File: src/flash_status_protect_regs.vh
// Opcodes, field positions, reset values and busy counts of the status bank
`ifndef FLASH_STATUS_PROTECT_REGS_VH
`define FLASH_STATUS_PROTECT_REGS_VH

// ----------------------------------------------------------------------
// Serial opcodes
// ----------------------------------------------------------------------
`define OP_WREN 8'h06
`define OP_WRDI 8'h04
`define OP_RDSR1 8'h05
`define OP_RDSR2 8'h35
`define OP_RDSR3 8'h15
`define OP_WRSR1 8'h01
`define OP_WRSR2 8'h31
`define OP_WRSR3 8'h11
`define OP_PROG 8'h02
`define OP_SECTOR_ERASE 8'h20
`define OP_BLOCK_ERASE 8'hD8
`define OP_CHIP_ERASE 8'hC7
`define OP_SUSPEND 8'h75
`define OP_RESUME 8'h7A
`define OP_RESET_ENABLE 8'h66
`define OP_RESET 8'h99
`define OP_BLOCK_UNLOCK 8'h39
`define OP_BLOCK_LOCK 8'h36

// ----------------------------------------------------------------------
// Field positions in the data byte of a status write
// ----------------------------------------------------------------------
`define S2_INVERT 6
`define S2_QUAD 1
`define S2_LOCK_UPPER 0
`define S3_HOLD_RESET 7
`define S3_FAST 4
`define S3_SCHEME 2

// ----------------------------------------------------------------------
// Reset values
// ----------------------------------------------------------------------
`define SR1_RESET 8'h00
`define SR2_RESET 8'h00
`define SR3_RESET 8'h10
`define PIN_RESET 4'hA

// ----------------------------------------------------------------------
// Busy durations in CLK cycles
// ----------------------------------------------------------------------
`define T_WRSR_CYC 16'h00C8
`define T_PROG_CYC 16'h0190
`define T_ERASE_CYC 16'h03E8
`define T_CHIP_CYC 16'h07D0

`endif

File: src/flash_status_protect_regs.v
// Status, configuration and write protection bank of a serial NOR flash
`timescale 1ns/1ps
`include "flash_status_protect_regs.vh"

module flash_status_protect_regs #(
  parameter [15:0] WRSR_CYCLES = `T_WRSR_CYC,
  parameter [15:0] PROG_CYCLES = `T_PROG_CYC,
  parameter [15:0] ERASE_CYCLES = `T_ERASE_CYC,
  parameter [15:0] CHIP_CYCLES = `T_CHIP_CYC
) (
  input wire CLK,
  input wire RESET,
  input wire SCLK,
  input wire CS_N,
  input wire SI,
  input wire WP_N,
  output reg SO,
  output reg SO_OE,
  output reg BUSY,
  output reg ARRAY_OP_START,
  output reg WP_FUNCTION_ON,
  output reg HOLD_FUNCTION_ON,
  output reg RESET_FUNCTION_ON,
  output reg QUAD_IO_ON,
  output reg [1:0] DRIVE_STRENGTH,
  output reg [6:0] DRIVE_PERCENT,
  output reg FAST_CLOCK_MODE,
  output reg [2:0] SECURE_AREA_LOCK
);

  // --------------------------------------------------------------------
  // Operation kinds held while busy
  // --------------------------------------------------------------------
  localparam [1:0] KIND_NONE = 2'h0, KIND_PROG = 2'h1;
  localparam [1:0] KIND_ERASE = 2'h2, KIND_WRSR = 2'h3;

  // --------------------------------------------------------------------
  // State
  // --------------------------------------------------------------------
  reg [3:0] in_s1, in_s2, in_s3, pin;
  reg sclk_q, cs_q, rd_active, rst_en;
  reg [7:0] shreg, opcode, b1, b2, b3, txbuf;
  reg [2:0] bitcnt, bytecnt, txcnt;
  reg busy, write_enable_latch, top_bottom_select, small_unit_granularity;
  reg status_lock_mode_lower, status_lock_mode_upper, protect_invert;
  reg erase_suspended_flag, program_suspended_flag, quad_io_enable;
  reg hold_or_reset_select, fast_clock_mode, protect_scheme_select;
  reg [15:0] busy_cnt;
  reg [1:0] kind, output_strength;
  reg [2:0] block_protect_level, secure_area_lock;
  reg [255:0] block_lock;

  // --------------------------------------------------------------------
  // Level map lookup, in 4 KB sector units
  // --------------------------------------------------------------------
  function prot_hit;
    input [11:0] sector;
    input gran;
    input tb;
    input inv;
    input [2:0] lvl;
    reg [12:0] n;
    reg hit;
    begin
      if (gran) begin
        // Sector sizes stop growing at 32 KB
        if (lvl[2])
          n = 13'h0008;
        else
          n = 13'h0001 << (lvl[1:0] - 2'h1);
      end else begin
        n = 13'h0020 << lvl;
      end
      if (lvl == 3'h0)
        hit = 1'b0;
      else if (lvl == 3'h7)
        hit = 1'b1;
      else if (tb)
        hit = ({1'b0, sector} < n);
      else
        hit = ({1'b0, sector} >= (13'h1000 - n));
      prot_hit = hit ^ inv;
    end
  endfunction

  // --------------------------------------------------------------------
  // Decode
  // --------------------------------------------------------------------
  wire sclk_rise = pin[0] & ~sclk_q;
  wire sclk_fall = ~pin[0] & sclk_q;
  wire cs_rise = pin[1] & ~cs_q;
  wire [7:0] byte_in = {shreg[6:0], pin[2]};
  wire any_sus = erase_suspended_flag | program_suspended_flag;
  wire [1:0] lock_mode = {status_lock_mode_upper, status_lock_mode_lower};

  wire [7:0] status_one = {status_lock_mode_lower, small_unit_granularity,
    top_bottom_select, block_protect_level, write_enable_latch, busy};
  wire [7:0] status_two = {erase_suspended_flag, protect_invert,
    secure_area_lock, program_suspended_flag, quad_io_enable,
    status_lock_mode_upper};
  wire [7:0] status_three_config = {hold_or_reset_select, output_strength,
    fast_clock_mode, 1'b0, protect_scheme_select, 2'b00};
  wire [7:0] rd_value = (opcode == `OP_RDSR2) ? status_two :
    (opcode == `OP_RDSR3) ? status_three_config : status_one;
  wire is_read = (byte_in == `OP_RDSR1) | (byte_in == `OP_RDSR2) |
    (byte_in == `OP_RDSR3);

  // Protect pin counts only while it is not a data line
  wire wp_high = quad_io_enable | pin[3];
  wire mode_ok = (lock_mode == 2'b00) |
    ((lock_mode == 2'b01) & wp_high);
  wire sr_write_ok = write_enable_latch & mode_ok;
  wire wr_sr2 = ((opcode == `OP_WRSR1) & (bytecnt >= 3'h3)) |
    (opcode == `OP_WRSR2);
  wire [7:0] sr2_data = (opcode == `OP_WRSR1) ? b2 : b1;

  // Block erase checks both ends of its 64 KB span
  wire [11:0] sec_lo = (opcode == `OP_BLOCK_ERASE) ? {b1, 4'h0} :
    {b1, b2[7:4]};
  wire [11:0] sec_hi = (opcode == `OP_BLOCK_ERASE) ? {b1, 4'hF} :
    {b1, b2[7:4]};
  wire map_prot = prot_hit(sec_lo, small_unit_granularity,
    top_bottom_select, protect_invert, block_protect_level) |
    prot_hit(sec_hi, small_unit_granularity, top_bottom_select,
    protect_invert, block_protect_level);
  wire map_any = ~(((block_protect_level == 3'h0) & ~protect_invert) |
    ((block_protect_level == 3'h7) & protect_invert));
  wire chip_prot = protect_scheme_select ? (|block_lock) : map_any;
  wire area_prot = (opcode == `OP_CHIP_ERASE) ? chip_prot :
    (protect_scheme_select ? block_lock[b1] : map_prot);

  wire is_array_op = (opcode == `OP_PROG) |
    (opcode == `OP_SECTOR_ERASE) | (opcode == `OP_BLOCK_ERASE) |
    (opcode == `OP_CHIP_ERASE);
  wire array_len_ok = (opcode == `OP_PROG) ? (bytecnt >= 3'h5) :
    (opcode == `OP_CHIP_ERASE) ? (bytecnt == 3'h1) : (bytecnt >= 3'h4);
  wire [15:0] array_cycles = (opcode == `OP_PROG) ? PROG_CYCLES :
    (opcode == `OP_CHIP_ERASE) ? CHIP_CYCLES : ERASE_CYCLES;

  // --------------------------------------------------------------------
  // Serial engine and register bank
  // --------------------------------------------------------------------
  always @(posedge CLK or posedge RESET) begin
    if (RESET) begin
      in_s1 <= `PIN_RESET;
      in_s2 <= `PIN_RESET;
      in_s3 <= `PIN_RESET;
      pin <= `PIN_RESET;
      sclk_q <= 1'b0;
      cs_q <= 1'b1;
      shreg <= 8'h00;
      bitcnt <= 3'h0;
      bytecnt <= 3'h0;
      opcode <= 8'h00;
      b1 <= 8'h00;
      b2 <= 8'h00;
      b3 <= 8'h00;
      rd_active <= 1'b0;
      txcnt <= 3'h0;
      txbuf <= 8'h00;
      rst_en <= 1'b0;
      SO <= 1'b0;
      SO_OE <= 1'b0;
      ARRAY_OP_START <= 1'b0;
      busy <= 1'b0;
      busy_cnt <= 16'h0000;
      kind <= KIND_NONE;
      // Power cycle: volatile bits and lock modes back to defaults
      write_enable_latch <= 1'b0;
      block_protect_level <= 3'h0;
      top_bottom_select <= 1'b0;
      small_unit_granularity <= 1'b0;
      status_lock_mode_lower <= 1'b0;
      status_lock_mode_upper <= 1'b0;
      protect_invert <= 1'b0;
      erase_suspended_flag <= 1'b0;
      program_suspended_flag <= 1'b0;
      secure_area_lock <= 3'h0;
      quad_io_enable <= 1'b0;
      hold_or_reset_select <= 1'b0;
      output_strength <= 2'h0;
      fast_clock_mode <= 1'b1;
      protect_scheme_select <= 1'b0;
      block_lock <= {256{1'b1}};
    end else begin
      // Three stage sampling; a level counts once stages two and three agree
      in_s1 <= {WP_N, SI, CS_N, SCLK};
      in_s2 <= in_s1;
      in_s3 <= in_s2;
      pin <= (in_s2 & in_s3) | (pin & (in_s2 ^ in_s3));
      sclk_q <= pin[0];
      cs_q <= pin[1];
      ARRAY_OP_START <= 1'b0;

      if (busy) begin
        if (busy_cnt == 16'h0000) begin
          busy <= 1'b0;
          kind <= KIND_NONE;
        end else begin
          busy_cnt <= busy_cnt - 16'h0001;
        end
      end
      // Frame handling, mode 0: sample on rise, shift out on fall
      if (pin[1]) begin
        bitcnt <= 3'h0;
        bytecnt <= 3'h0;
        rd_active <= 1'b0;
        SO_OE <= 1'b0;
      end else begin
        if (sclk_rise) begin
          shreg <= byte_in;
          bitcnt <= bitcnt + 3'h1;
          if (bitcnt == 3'h7) begin
            if (bytecnt != 3'h7)
              bytecnt <= bytecnt + 3'h1;
            case (bytecnt)
              3'h0: opcode <= byte_in;
              3'h1: b1 <= byte_in;
              3'h2: b2 <= byte_in;
              3'h3: b3 <= byte_in;
              default: ;
            endcase
            // Status reads are honoured even while busy
            if ((bytecnt == 3'h0) & is_read) begin
              rd_active <= 1'b1;
              txcnt <= 3'h0;
            end
          end
        end
        // Each new byte reloads live status so polling sees busy drop
        if (sclk_fall & rd_active) begin
          SO_OE <= 1'b1;
          txcnt <= txcnt + 3'h1;
          if (txcnt == 3'h0) begin
            SO <= rd_value[7];
            txbuf <= {rd_value[6:0], 1'b0};
          end else begin
            SO <= txbuf[7];
            txbuf <= {txbuf[6:0], 1'b0};
          end
        end
      end
      // Commands act at frame end and only on a byte boundary
      if (cs_rise & (bitcnt == 3'h0) & (bytecnt != 3'h0)) begin
        rst_en <= ~busy & (opcode == `OP_RESET_ENABLE);
        if (busy) begin
          // Everything but suspend of an array operation is dropped
          if ((opcode == `OP_SUSPEND) & (kind != KIND_WRSR)) begin
            busy <= 1'b0;
            if (kind == KIND_ERASE)
              erase_suspended_flag <= 1'b1;
            else
              program_suspended_flag <= 1'b1;
          end
        end else begin
          case (opcode)
            `OP_WREN: write_enable_latch <= 1'b1;
            `OP_WRDI: write_enable_latch <= 1'b0;
            `OP_WRSR1, `OP_WRSR2, `OP_WRSR3: begin
              // A refused write leaves every bit and busy alone
              if (sr_write_ok & (bytecnt >= 3'h2) & ~any_sus) begin
                write_enable_latch <= 1'b0;
                busy <= 1'b1;
                busy_cnt <= WRSR_CYCLES - 16'h0001;
                kind <= KIND_WRSR;
                if (opcode == `OP_WRSR1) begin
                  status_lock_mode_lower <= b1[7];
                  small_unit_granularity <= b1[6];
                  top_bottom_select <= b1[5];
                  block_protect_level <= b1[4:2];
                end
                if (wr_sr2) begin
                  protect_invert <= sr2_data[`S2_INVERT];
                  // One-time bits only accumulate
                  secure_area_lock <= secure_area_lock |
                    sr2_data[5:3];
                  quad_io_enable <= sr2_data[`S2_QUAD];
                  status_lock_mode_upper <= sr2_data[`S2_LOCK_UPPER];
                end
                if (opcode == `OP_WRSR3) begin
                  hold_or_reset_select <= b1[`S3_HOLD_RESET];
                  output_strength <= b1[6:5];
                  fast_clock_mode <= b1[`S3_FAST];
                  protect_scheme_select <= b1[`S3_SCHEME];
                end
              end
            end
            `OP_PROG, `OP_SECTOR_ERASE, `OP_BLOCK_ERASE,
            `OP_CHIP_ERASE: begin
              if (write_enable_latch & array_len_ok & ~any_sus) begin
                write_enable_latch <= 1'b0;
                // Protected targets are dropped without going busy
                if (~area_prot) begin
                  busy <= 1'b1;
                  busy_cnt <= array_cycles - 16'h0001;
                  kind <= (opcode == `OP_PROG) ? KIND_PROG : KIND_ERASE;
                  ARRAY_OP_START <= 1'b1;
                end
              end
            end
            `OP_RESUME: begin
              if (any_sus) begin
                erase_suspended_flag <= 1'b0;
                program_suspended_flag <= 1'b0;
                busy <= 1'b1;
              end
            end
            `OP_RESET: begin
              if (rst_en) begin
                write_enable_latch <= 1'b0;
                erase_suspended_flag <= 1'b0;
                program_suspended_flag <= 1'b0;
                kind <= KIND_NONE;
                busy_cnt <= 16'h0000;
                block_lock <= {256{1'b1}};
                if (lock_mode == 2'b10) begin
                  status_lock_mode_upper <= 1'b0;
                  status_lock_mode_lower <= 1'b0;
                end
              end
            end
            `OP_BLOCK_UNLOCK, `OP_BLOCK_LOCK: begin
              if (write_enable_latch & (bytecnt >= 3'h4)) begin
                write_enable_latch <= 1'b0;
                block_lock[b1] <= (opcode == `OP_BLOCK_LOCK);
              end
            end
            default: ;
          endcase
        end
      end
    end
  end

  // --------------------------------------------------------------------
  // Registered copies of the configuration for the pad logic
  // --------------------------------------------------------------------
  always @(posedge CLK or posedge RESET) begin
    if (RESET) begin
      BUSY <= 1'b0;
      WP_FUNCTION_ON <= 1'b1;
      HOLD_FUNCTION_ON <= 1'b1;
      RESET_FUNCTION_ON <= 1'b0;
      QUAD_IO_ON <= 1'b0;
      DRIVE_STRENGTH <= 2'h0;
      DRIVE_PERCENT <= 7'h32;
      FAST_CLOCK_MODE <= 1'b1;
      SECURE_AREA_LOCK <= 3'h0;
    end else begin
      BUSY <= busy;
      WP_FUNCTION_ON <= ~quad_io_enable;
      QUAD_IO_ON <= quad_io_enable;
      // Quad mode overrides the hold/reset choice
      HOLD_FUNCTION_ON <= ~quad_io_enable & ~hold_or_reset_select;
      RESET_FUNCTION_ON <= ~quad_io_enable & hold_or_reset_select;
      DRIVE_STRENGTH <= output_strength;
      case (output_strength)
        2'h0: DRIVE_PERCENT <= 7'h32;
        2'h1: DRIVE_PERCENT <= 7'h19;
        2'h2: DRIVE_PERCENT <= 7'h4B;
        2'h3: DRIVE_PERCENT <= 7'h64;
        default: DRIVE_PERCENT <= 7'h32;
      endcase
      FAST_CLOCK_MODE <= fast_clock_mode;
      SECURE_AREA_LOCK <= secure_area_lock;
    end
  end

endmodule

File: config.mk
export PLATFORM = sky130hd
export DESIGN_NAME = flash_status_protect_regs
export DESIGN_NICKNAME = d
export VERILOG_FILES = /design/src/flash_status_protect_regs.v
export VERILOG_INCLUDE_DIRS = /design/src /design/src/src
export SDC_FILE = /design/constraint.sdc
export NUM_CORES = 1
export LEC_CHECK = 0
export ABC_CLOCK_PERIOD_IN_PS = 32400
export BUFFER_PORTS_ARGS = -buffer_cell sky130_fd_sc_hd__buf_2
export CORE_MARGIN = 4
export CORE_UTILIZATION = 46
export CTS_BUF_LIST = sky130_fd_sc_hd__clkbuf_2
export DETAILED_ROUTE_END_ITERATION = 6
export PLACE_DENSITY_LB_ADDON = 0.08
export SLEW_MARGIN = 20
export SYNTH_ARGS = -nofsm -noshare
export SYNTH_HDL_FRONTEND = slang
export SYNTH_SLANG_ARGS = --single-unit
File: constraint.sdc
create_clock -name CLK -period 32.4 [get_ports CLK]
set_input_delay 1.62 -clock CLK [delete_from_list [all_inputs] [get_ports CLK]]
set_output_delay 1.62 -clock CLK [all_outputs]
set_load 0.1 [all_outputs]
==> impl_metrics.py, run 1 <==
metrics = {
    "run_status": {
        "result_of_the_run": "finished clean",
    },
    "sta": {
        "final_period_minus_worst_setup_slack_ns": 4.93,
        "timing_max_transition_violations_final": 0,
        "fin_crit_sh_pct": 15.2,
        "final-hold-violation-count": 0,
        "tightestPinTransition_ns": 1.25,
        "rsz0062_at_grt": "false",
        "max-slew-margin-rel_pct": 16.5,
        "hold-worst-slack_ns": 0.359,
        "achievable-frequency_mhz": 203,
        "timing.setup.tns_ns": 0,
        "timing.final.setup_violations": 0,
        "worst_clock_skew_ns": 0.154,
    },
    "setup_path": {
        "timing.critical_path.required_ns": 33.36,
        "reg2reg_from": "bytecnt[0]",
        "critical_path_start_type": "register",
        "arrival_ns": 5.89,
        "cp_cell_sequence": "inv_1, ha_1, nor2b_1, or4_1, nor2_4, o21ai_1, a21o_1, nor2_4, buf_4, nand3b_2, nor2_2, a21oi_1",
        "worstPathMaxFanout": 56,
        "rrSetupSlack_ns": 27.47,
        "first_element_of_the_critical_path": "bytecnt[0]",
        "critical_path.endpoint_type": "register",
        "worst_path_max_delay_cell": "sky130_fd_sc_hd__nor2_2",
        "timing_worst_setup_path_type": "reg2reg",
        "critical_path.max_stage_delay_ns": 1.12,
        "timing.critical_path.mode_cell": "sky130_fd_sc_hd__nor2_4",
    },
    "final_layout": {
        "filler_instances": 4350,
        "area_delta_synth_final_pct": 6.50,
        "nNetsFinal": 2245,
        "share_of_layout_cells_above_drive_strength_1_pct": 27.9,
    },
    "power": {
        "ir_worst_vdd_v": 0.0000264,
        "power.density_mw_per_mm2": 37.9,
        "cellLeakagePower_nw": 8.71,
        "post-layout-total-power_w": 0.000861,
    },
    "synth": {
        "synth_top_flop_cell": "sky130_fd_sc_hd__dfstp_2",
        "synth_async_sr_flop_share_pct": 100,
        "yosys_warnings": 0,
        "post-synth-top-area-fraction_pct": 33.5,
        "ys_seq_area_share_pct": 46.3,
        "synth.largest_area_cell": "sky130_fd_sc_hd__dfstp_2",
        "syn_inst": 2197,
        "synthTopCellsByCount": "sky130_fd_sc_hd__a21oi_1, sky130_fd_sc_hd__o21ai_0, sky130_fd_sc_hd__dfstp_2",
        "synth_seq_cells": 381,
        "synth.most_common_cell": "sky130_fd_sc_hd__a21oi_1",
        "postSynthAreaPerCell_sq_um": 9.70,
        "post_synth_main_area_contributors": "sky130_fd_sc_hd__dfstp_2, sky130_fd_sc_hd__a21oi_1, sky130_fd_sc_hd__dfrtp_1",
        "synthesis.area_sq_mm": 0.0213,
        "count_of_flip_flops_with_a_built_in_enable_after_synthesis": 0,
        "synthesized_net_count": 2254,
        "synthDistinctLibCells": 83,
    },
    "clock_network": {
        "cts-buffers-inserted": 106,
        "cts_sink_cnt": 381,
        "clock_latency_ns": 1.18,
        "clkTransAtPathRegs_ns": 0.11,
        "post_cts_setup_repair_bufs": 0,
        "cts_hold_buffers": 0,
        "root_buffer": "sky130_fd_sc_hd__clkbuf_2",
        "tritoncts": "built",
        "maximum_number_of_buffers_from_clock_root_to_sink": 3,
        "cts_resized": 0,
        "h-tree-depth": 3,
    },
    "floorplanning": {
        "fp.dieArea_sq_mm": 0.0499,
        "initial_standard_cell_utilization_of_the_core_pct": 46.8,
        "floorplan.io_pins": 27,
        "width_of_the_die_um": 223,
        "placeableCoreArea_sq_mm": 0.0456,
        "die_height_um": 223,
        "rows": 78,
    },
    "global_routing": {
        "vias_in_the_first_global_route": 18638,
        "gr-total-overflow": 0,
        "antenna_violations_before_repair": 2,
        "gr-usage-all-layers_pct": 29.8,
        "maximum_number_of_pins_on_one_net_before_global_route_repair": 259,
        "grt_first_pass_wirelength_mm": 116,
    },
    "route": {
        "drt-vias-per-instance": 6.55,
        "post-route-drc-count": 0,
        "routed-via-count": 18856,
        "drt_first_pass_iters": 7,
        "wl_per_cell_um": 26.3,
        "routed_antenna_nets": 0,
        "route.final.wire_length_mm": 75.8,
        "detail_route.iter0.violations": 2182,
    },
    "job": {
        "max_cap_viol_count": 0,
    },
    "place": {
        "place.detailed.hpwl_mm": 45.3,
        "place.gp.congestion": 0.893,
        "buffer_ports.inserted": 26,
    },
    "min_path": {
        "min_path_type": "reg2reg",
        "startpoint_of_the_tightest_hold_check_path": "fast_clock_mode",
    },
}
==> power breakdown <==
group | internal [W] | leakage [nW] | switching [W] | total, W
Combinational | 0.00000689 | 3.69 | 0.0000133 | 0.0000202
Clock | 0.000129 | 0.728 | 0.000219 | 0.000348
Sequential | 0.000484 | 4.30 | 0.00000848 | 0.000492
==> state kept, by name, summed over array words and instances, names as in the netlist, 2 cells and up <==
register,count
in_s1,4
shreg,7
pin,4
txcnt,3
SECURE_AREA_LOCK,3
output_strength,2
DRIVE_STRENGTH,2
busy_cnt,16
bitcnt,3
b2,7
kind,2
block_lock,256
DRIVE_PERCENT,6
block_protect_level,3
in_s2,4
opcode,8
bytecnt,3
txbuf,7
b1,8
in_s3,4
secure_area_lock,3
==> worst paths after layout <==
| check | endpoint | cells past startpoint |
|---|---|---|
| max | block_lock[15] | 12 |
| min | FAST_CLOCK_MODE | 0 |
| max reg2reg | block_lock[15] | 12 |
| min reg2reg | FAST_CLOCK_MODE | 0 |
| max in group asynchronous | block_lock[15] | 4 |
| min in group asynchronous | busy_cnt[13] | 2 |
==> layout by cell type (no fill, tap or decap), types with 5 or more instances in the layout <==
cell type,count
sky130_fd_sc_hd__or4_1,5
sky130_fd_sc_hd__dfrtp_1,107
sky130_fd_sc_hd__mux2_2,39
sky130_fd_sc_hd__nand4_1,25
sky130_fd_sc_hd__a211oi_1,16
sky130_fd_sc_hd__nor2_4,13
sky130_fd_sc_hd__xor2_1,9
sky130_fd_sc_hd__clkbuf_2,155
sky130_fd_sc_hd__dfstp_2,272
sky130_fd_sc_hd__nor2b_1,24
sky130_fd_sc_hd__or2_2,8
sky130_fd_sc_hd__buf_4,35
sky130_fd_sc_hd__nand3_1,31
sky130_fd_sc_hd__mux4_2,39
sky130_fd_sc_hd__nor4_1,70
sky130_fd_sc_hd__a21oi_1,547
sky130_fd_sc_hd__ha_1,51
sky130_fd_sc_hd__nand2_1,101
sky130_fd_sc_hd__and3_1,6
sky130_fd_sc_hd__a31oi_1,11
sky130_fd_sc_hd__nor3_1,16
sky130_fd_sc_hd__xnor2_1,11
sky130_fd_sc_hd__nand3b_1,6
sky130_fd_sc_hd__o21ai_0,290
sky130_fd_sc_hd__buf_2,26
sky130_fd_sc_hd__mux4_1,15
sky130_fd_sc_hd__mux2i_1,37
sky130_fd_sc_hd__a21o_1,12
sky130_fd_sc_hd__and2_1,7
sky130_fd_sc_hd__a22oi_1,23
sky130_fd_sc_hd__nor2_2,6
sky130_fd_sc_hd__clkinv_1,30
sky130_fd_sc_hd__inv_1,26
sky130_fd_sc_hd__o31ai_1,6
sky130_fd_sc_hd__or3_1,8
sky130_fd_sc_hd__nand2b_1,23
sky130_fd_sc_hd__nor2_1,75
==> critical path: cells and delay by family, from the launching register on <==
| family | cells | cell delay (ns) |
|---|---|---|
| buffers and inverters | 2 | 0.63 |
| DFF | 1 | 0.46 |
| adders and majority gates | 1 | 0.19 |
| and+or+nand+nor | 6 | 3.00 |
| AOI/OAI and AO/OA | 3 | 0.53 |
==> layout make-up <==
type	instances	area, sq um	area share [%]
clock buffer	155	776	3.42
tap	600	751	3.31
clock inverter	39	156	0.689
sequential	381	9880	43.5
multi-input combinational	1607	10600	46.6
inverter	27	109	0.479
antenna	4	10.0	0.0441
timing repair buffer	65	447	1.97
==> per-layer routing <==
metal  vias up  track usage [%]  wire [um]
met3       245             7.18       6660
li1       8251                -          -
met2       991             47.4      35000
met4         0             13.7       3990
met5         -                0          0
met1      9369             38.7      30100
==> per-stage QoR <==
stage          cell area [sq um]  worst slack, ns  util [%]  cells
6_report                   22700            27.47      49.8   2878
3_3_place_gp               21700            27.47      47.7   2680
5_1_grt                    22700            27.11      49.8   2877
4_1_cts                    22700            27.44      49.8   2874
3_5_place_dp               21700            27.48      47.7   2680
2_1_floorplan              21300            20.64         -   2197
==> kinds of logic (layout without fill, tap and decap cells) <==
group	after synthesis	in the layout	synth area share [%]
flip-flops	381	381	46.3
AO/OA/AOI/OAI	949	949	23.9
XOR/XNOR	20	20	0.822
buffers and inverters	209	286	4.40
AND/OR/NAND/NOR	457	457	11.8
other	0	4	0
multiplexers	130	130	9.77
adder cells (fa/ha/maj)	51	51	2.99
No activity file was read; power rests on OpenSTA's default activity.
==> run 2, diff against run 1 <==
--- a/config.mk
+++ b/config.mk
@@ -6,7 +6,7 @@
 export SDC_FILE = /design/constraint.sdc
 export NUM_CORES = 1
 export LEC_CHECK = 0
-export ABC_CLOCK_PERIOD_IN_PS = 32400
+export ABC_CLOCK_PERIOD_IN_PS = 4300
 export BUFFER_PORTS_ARGS = -buffer_cell sky130_fd_sc_hd__buf_2
 export CORE_MARGIN = 4
 export CORE_UTILIZATION = 46
==> constraint.sdc (replaced) <==
create_clock -name CLK -period 4.3 [get_ports CLK]
set_input_delay 0.215 -clock CLK [delete_from_list [all_inputs] [get_ports CLK]]
set_output_delay 0.215 -clock CLK [all_outputs]
set_load 0.1 [all_outputs]
==> impl_metrics.py, run 2 (synthesis results as in run 1) <==
metrics = {
    "final_layout": {
        "filler_instances": 4225,
        "layout.cells.most_common_list": "sky130_fd_sc_hd__a21oi_1, sky130_fd_sc_hd__o21ai_0, sky130_fd_sc_hd__dfstp_2",
        "area_delta_synth_final_pct": 9.82,
        "regMostFlops": "block_lock",
        "final_cell_area_sq_mm": 0.0234,
        "leading_cell_type_in_the_layout_fill_and_taps_excluded": "sky130_fd_sc_hd__a21oi_1",
        "largest_reg_flops": 256,
        "layoutNonFillerInstCount": 2940,
        "nNetsFinal": 2314,
        "biggest_regs": "block_lock (256), busy_cnt (16)",
        "share_of_layout_cells_above_drive_strength_1_pct": 29.9,
    },
    "setup_path": {
        "rrSetupSlack_ns": 0.33,
        "reg2reg_from": "block_protect_level[2]",
        "critical_path.max_stage_delay_ns": 0.39,
        "crit-reg2reg-capture": "busy_cnt[12]",
        "timing.critical_path.required_ns": 5.30,
        "worstPathMaxFanout": 12,
        "timing.reg2reg.worst_path_depth": 19,
        "arrival_ns": 4.97,
        "timing_worst_setup_path_type": "reg2reg",
        "critical_path_start_type": "register",
        "worst_path_max_delay_cell": "sky130_fd_sc_hd__or3_1",
        "critical_path.endpoint_type": "register",
        "first_element_of_the_critical_path": "block_protect_level[2]",
        "cp_cell_sequence": "nand2b_1, or3_1, ha_2, xnor2_1, a22oi_1, o32ai_1, ha_1, a21oi_1, o21ai_0, nand2b_1, a32oi_2, a211oi_1, a21o_1, a221oi_2, a211oi_2, buf_4, o31a_1, buf_4, nor2_1",
    },
    "global_routing": {
        "gr-total-overflow": 0,
        "grt_first_pass_wirelength_mm": 119,
        "antenna_violations_before_repair": 2,
        "maximum_number_of_pins_on_one_net_before_global_route_repair": 257,
        "vias_in_the_first_global_route": 19035,
        "gr-usage-all-layers_pct": 30.6,
    },
    "sta": {
        "worst_slack_ns": 0.326,
        "worst_clock_skew_ns": 0.109,
        "final-hold-violation-count": 0,
        "hold-worst-slack_ns": 0.257,
        "fin_crit_sh_pct": 92.4,
        "timing.final.setup_violations": 0,
        "max-slew-margin-rel_pct": 19.8,
        "timing_max_transition_violations_final": 0,
        "achievable-frequency_mhz": 252,
        "tightestPinTransition_ns": 1.20,
        "rsz0062_at_grt": "false",
        "timing.setup.tns_ns": 0,
        "final_period_minus_worst_setup_slack_ns": 3.97,
    },
    "floorplanning": {
        "initial_standard_cell_utilization_of_the_core_pct": 46.8,
        "floorplan.io_pins": 27,
        "fp.dieArea_sq_mm": 0.0499,
        "die_height_um": 223,
        "width_of_the_die_um": 223,
        "rows": 78,
        "placeableCoreArea_sq_mm": 0.0456,
    },
    "clock_network": {
        "cts-buffers-inserted": 104,
        "root_buffer": "sky130_fd_sc_hd__clkbuf_2",
        "clock_latency_ns": 1.15,
        "maximum_number_of_buffers_from_clock_root_to_sink": 3,
        "cts_sink_cnt": 381,
        "clkTransAtPathRegs_ns": 0.09,
        "tritoncts": "built",
        "h-tree-depth": 3,
    },
    "route": {
        "post-route-drc-count": 0,
        "detail_route.iter0.violations": 1994,
        "drt-vias-per-instance": 6.52,
        "drt_first_pass_iters": 5,
        "routed_antenna_nets": 0,
        "route.final.wire_length_mm": 77.7,
        "routed-via-count": 19178,
        "wl_per_cell_um": 26.4,
    },
    "place": {
        "place.detailed.hpwl_mm": 48.6,
        "place.gp.congestion": 0.938,
        "numPlacedInstances": 2739,
        "dp_slack_ns": 0.213,
        "placed_cell_area_sq_mm": 0.0223,
        "buffer_ports.inserted": 26,
    },
    "power": {
        "cellLeakagePower_nw": 9.09,
        "power.density_mw_per_mm2": 278,
        "ir_worst_vdd_v": 0.000272,
    },
    "job": {
        "max_cap_viol_count": 0,
    },
    "run_status": {
        "result_of_the_run": "finished clean",
    },
    "min_path": {
        "min_path_type": "in2async",
    },
}
## run 2: worst max path at each step
stage,slack [ns],cells past startpoint,to
after floorplan,-0.81,1,ARRAY_OP_START
after global placement,0.26,18,busy_cnt[10]
after detailed placement,0.21,18,busy_cnt[10]
after CTS,0.22,19,busy_cnt[10]
after global routing,0.01,16,busy_cnt[4]
final,0.33,19,busy_cnt[12]
## run 2: timing repair
| action | 4_1_cts | 5_1_grt |
|---|---|---|
| setup endpoints to repair | 0 | 10 |
| buffers inserted | 0 | 1 |
| hold buffers | 10 | 0 |
| endpoints found under the hold margin | 124 | 0 |
| gates resized for setup | 0 | 4 |
## run 2: routing by layer
| metal | vias to the layer above | part of all wire (%) | GRT usage, % | routed length, um |
|---|---|---|---|---|
| met1 | 9569 | 40 | 40.3 | 31300 |
| met5 | - | 0 | 0 | 0 |
| li1 | 8400 | - | - | - |
| met3 | 249 | 8.4 | 6.89 | 6520 |
| met4 | 0 | 5.2 | 15.3 | 4040 |
| met2 | 960 | 46 | 47.6 | 35800 |
## run 2: cell type report
cell class                 instances  area, sq um  area share (%)
clock buffer                     153          766            3.27
sequential                       381         9880            42.2
clock inverter                    30          148           0.631
inverter                          27          105           0.449
multi-input combinational       1607        10600            45.2
timing repair buffer             136         1160            4.97
antenna                            6         15.0          0.0641
tap                              600          751            3.21
## run 2: power by group
part | leakage, nW | internal [W] | total [W] | switching (W)
clock network | 0.713 | 0.00101 | 0.00262 | 0.00161
registers | 4.30 | 0.00365 | 0.00372 | 0.0000709
logic | 4.08 | 0.0000597 | 0.000159 | 0.0000995
total | 9.09 | 0.00472 | 0.00650 | 0.00178
## run 2: worst max-delay path: cells and delay by family, from the launching register on
kind	cells	cell delay, ns
adders and majority gates	2	0.57
and+or+nand+nor	4	0.74
xor gates and xnor gates	1	0.13
AOI/OAI and AO/OA	10	1.76
DFF	1	0.38
buffers and inverters	2	0.35
## run 2: stage by stage
stage               total power [W]  util (%)
finish                      0.00650      51.4
CTS                         0.00658      51.2
global route                0.00681      51.4
global placement            0.00393      49.0
floorplan                   0.00386         -
detailed placement          0.00393      49.0
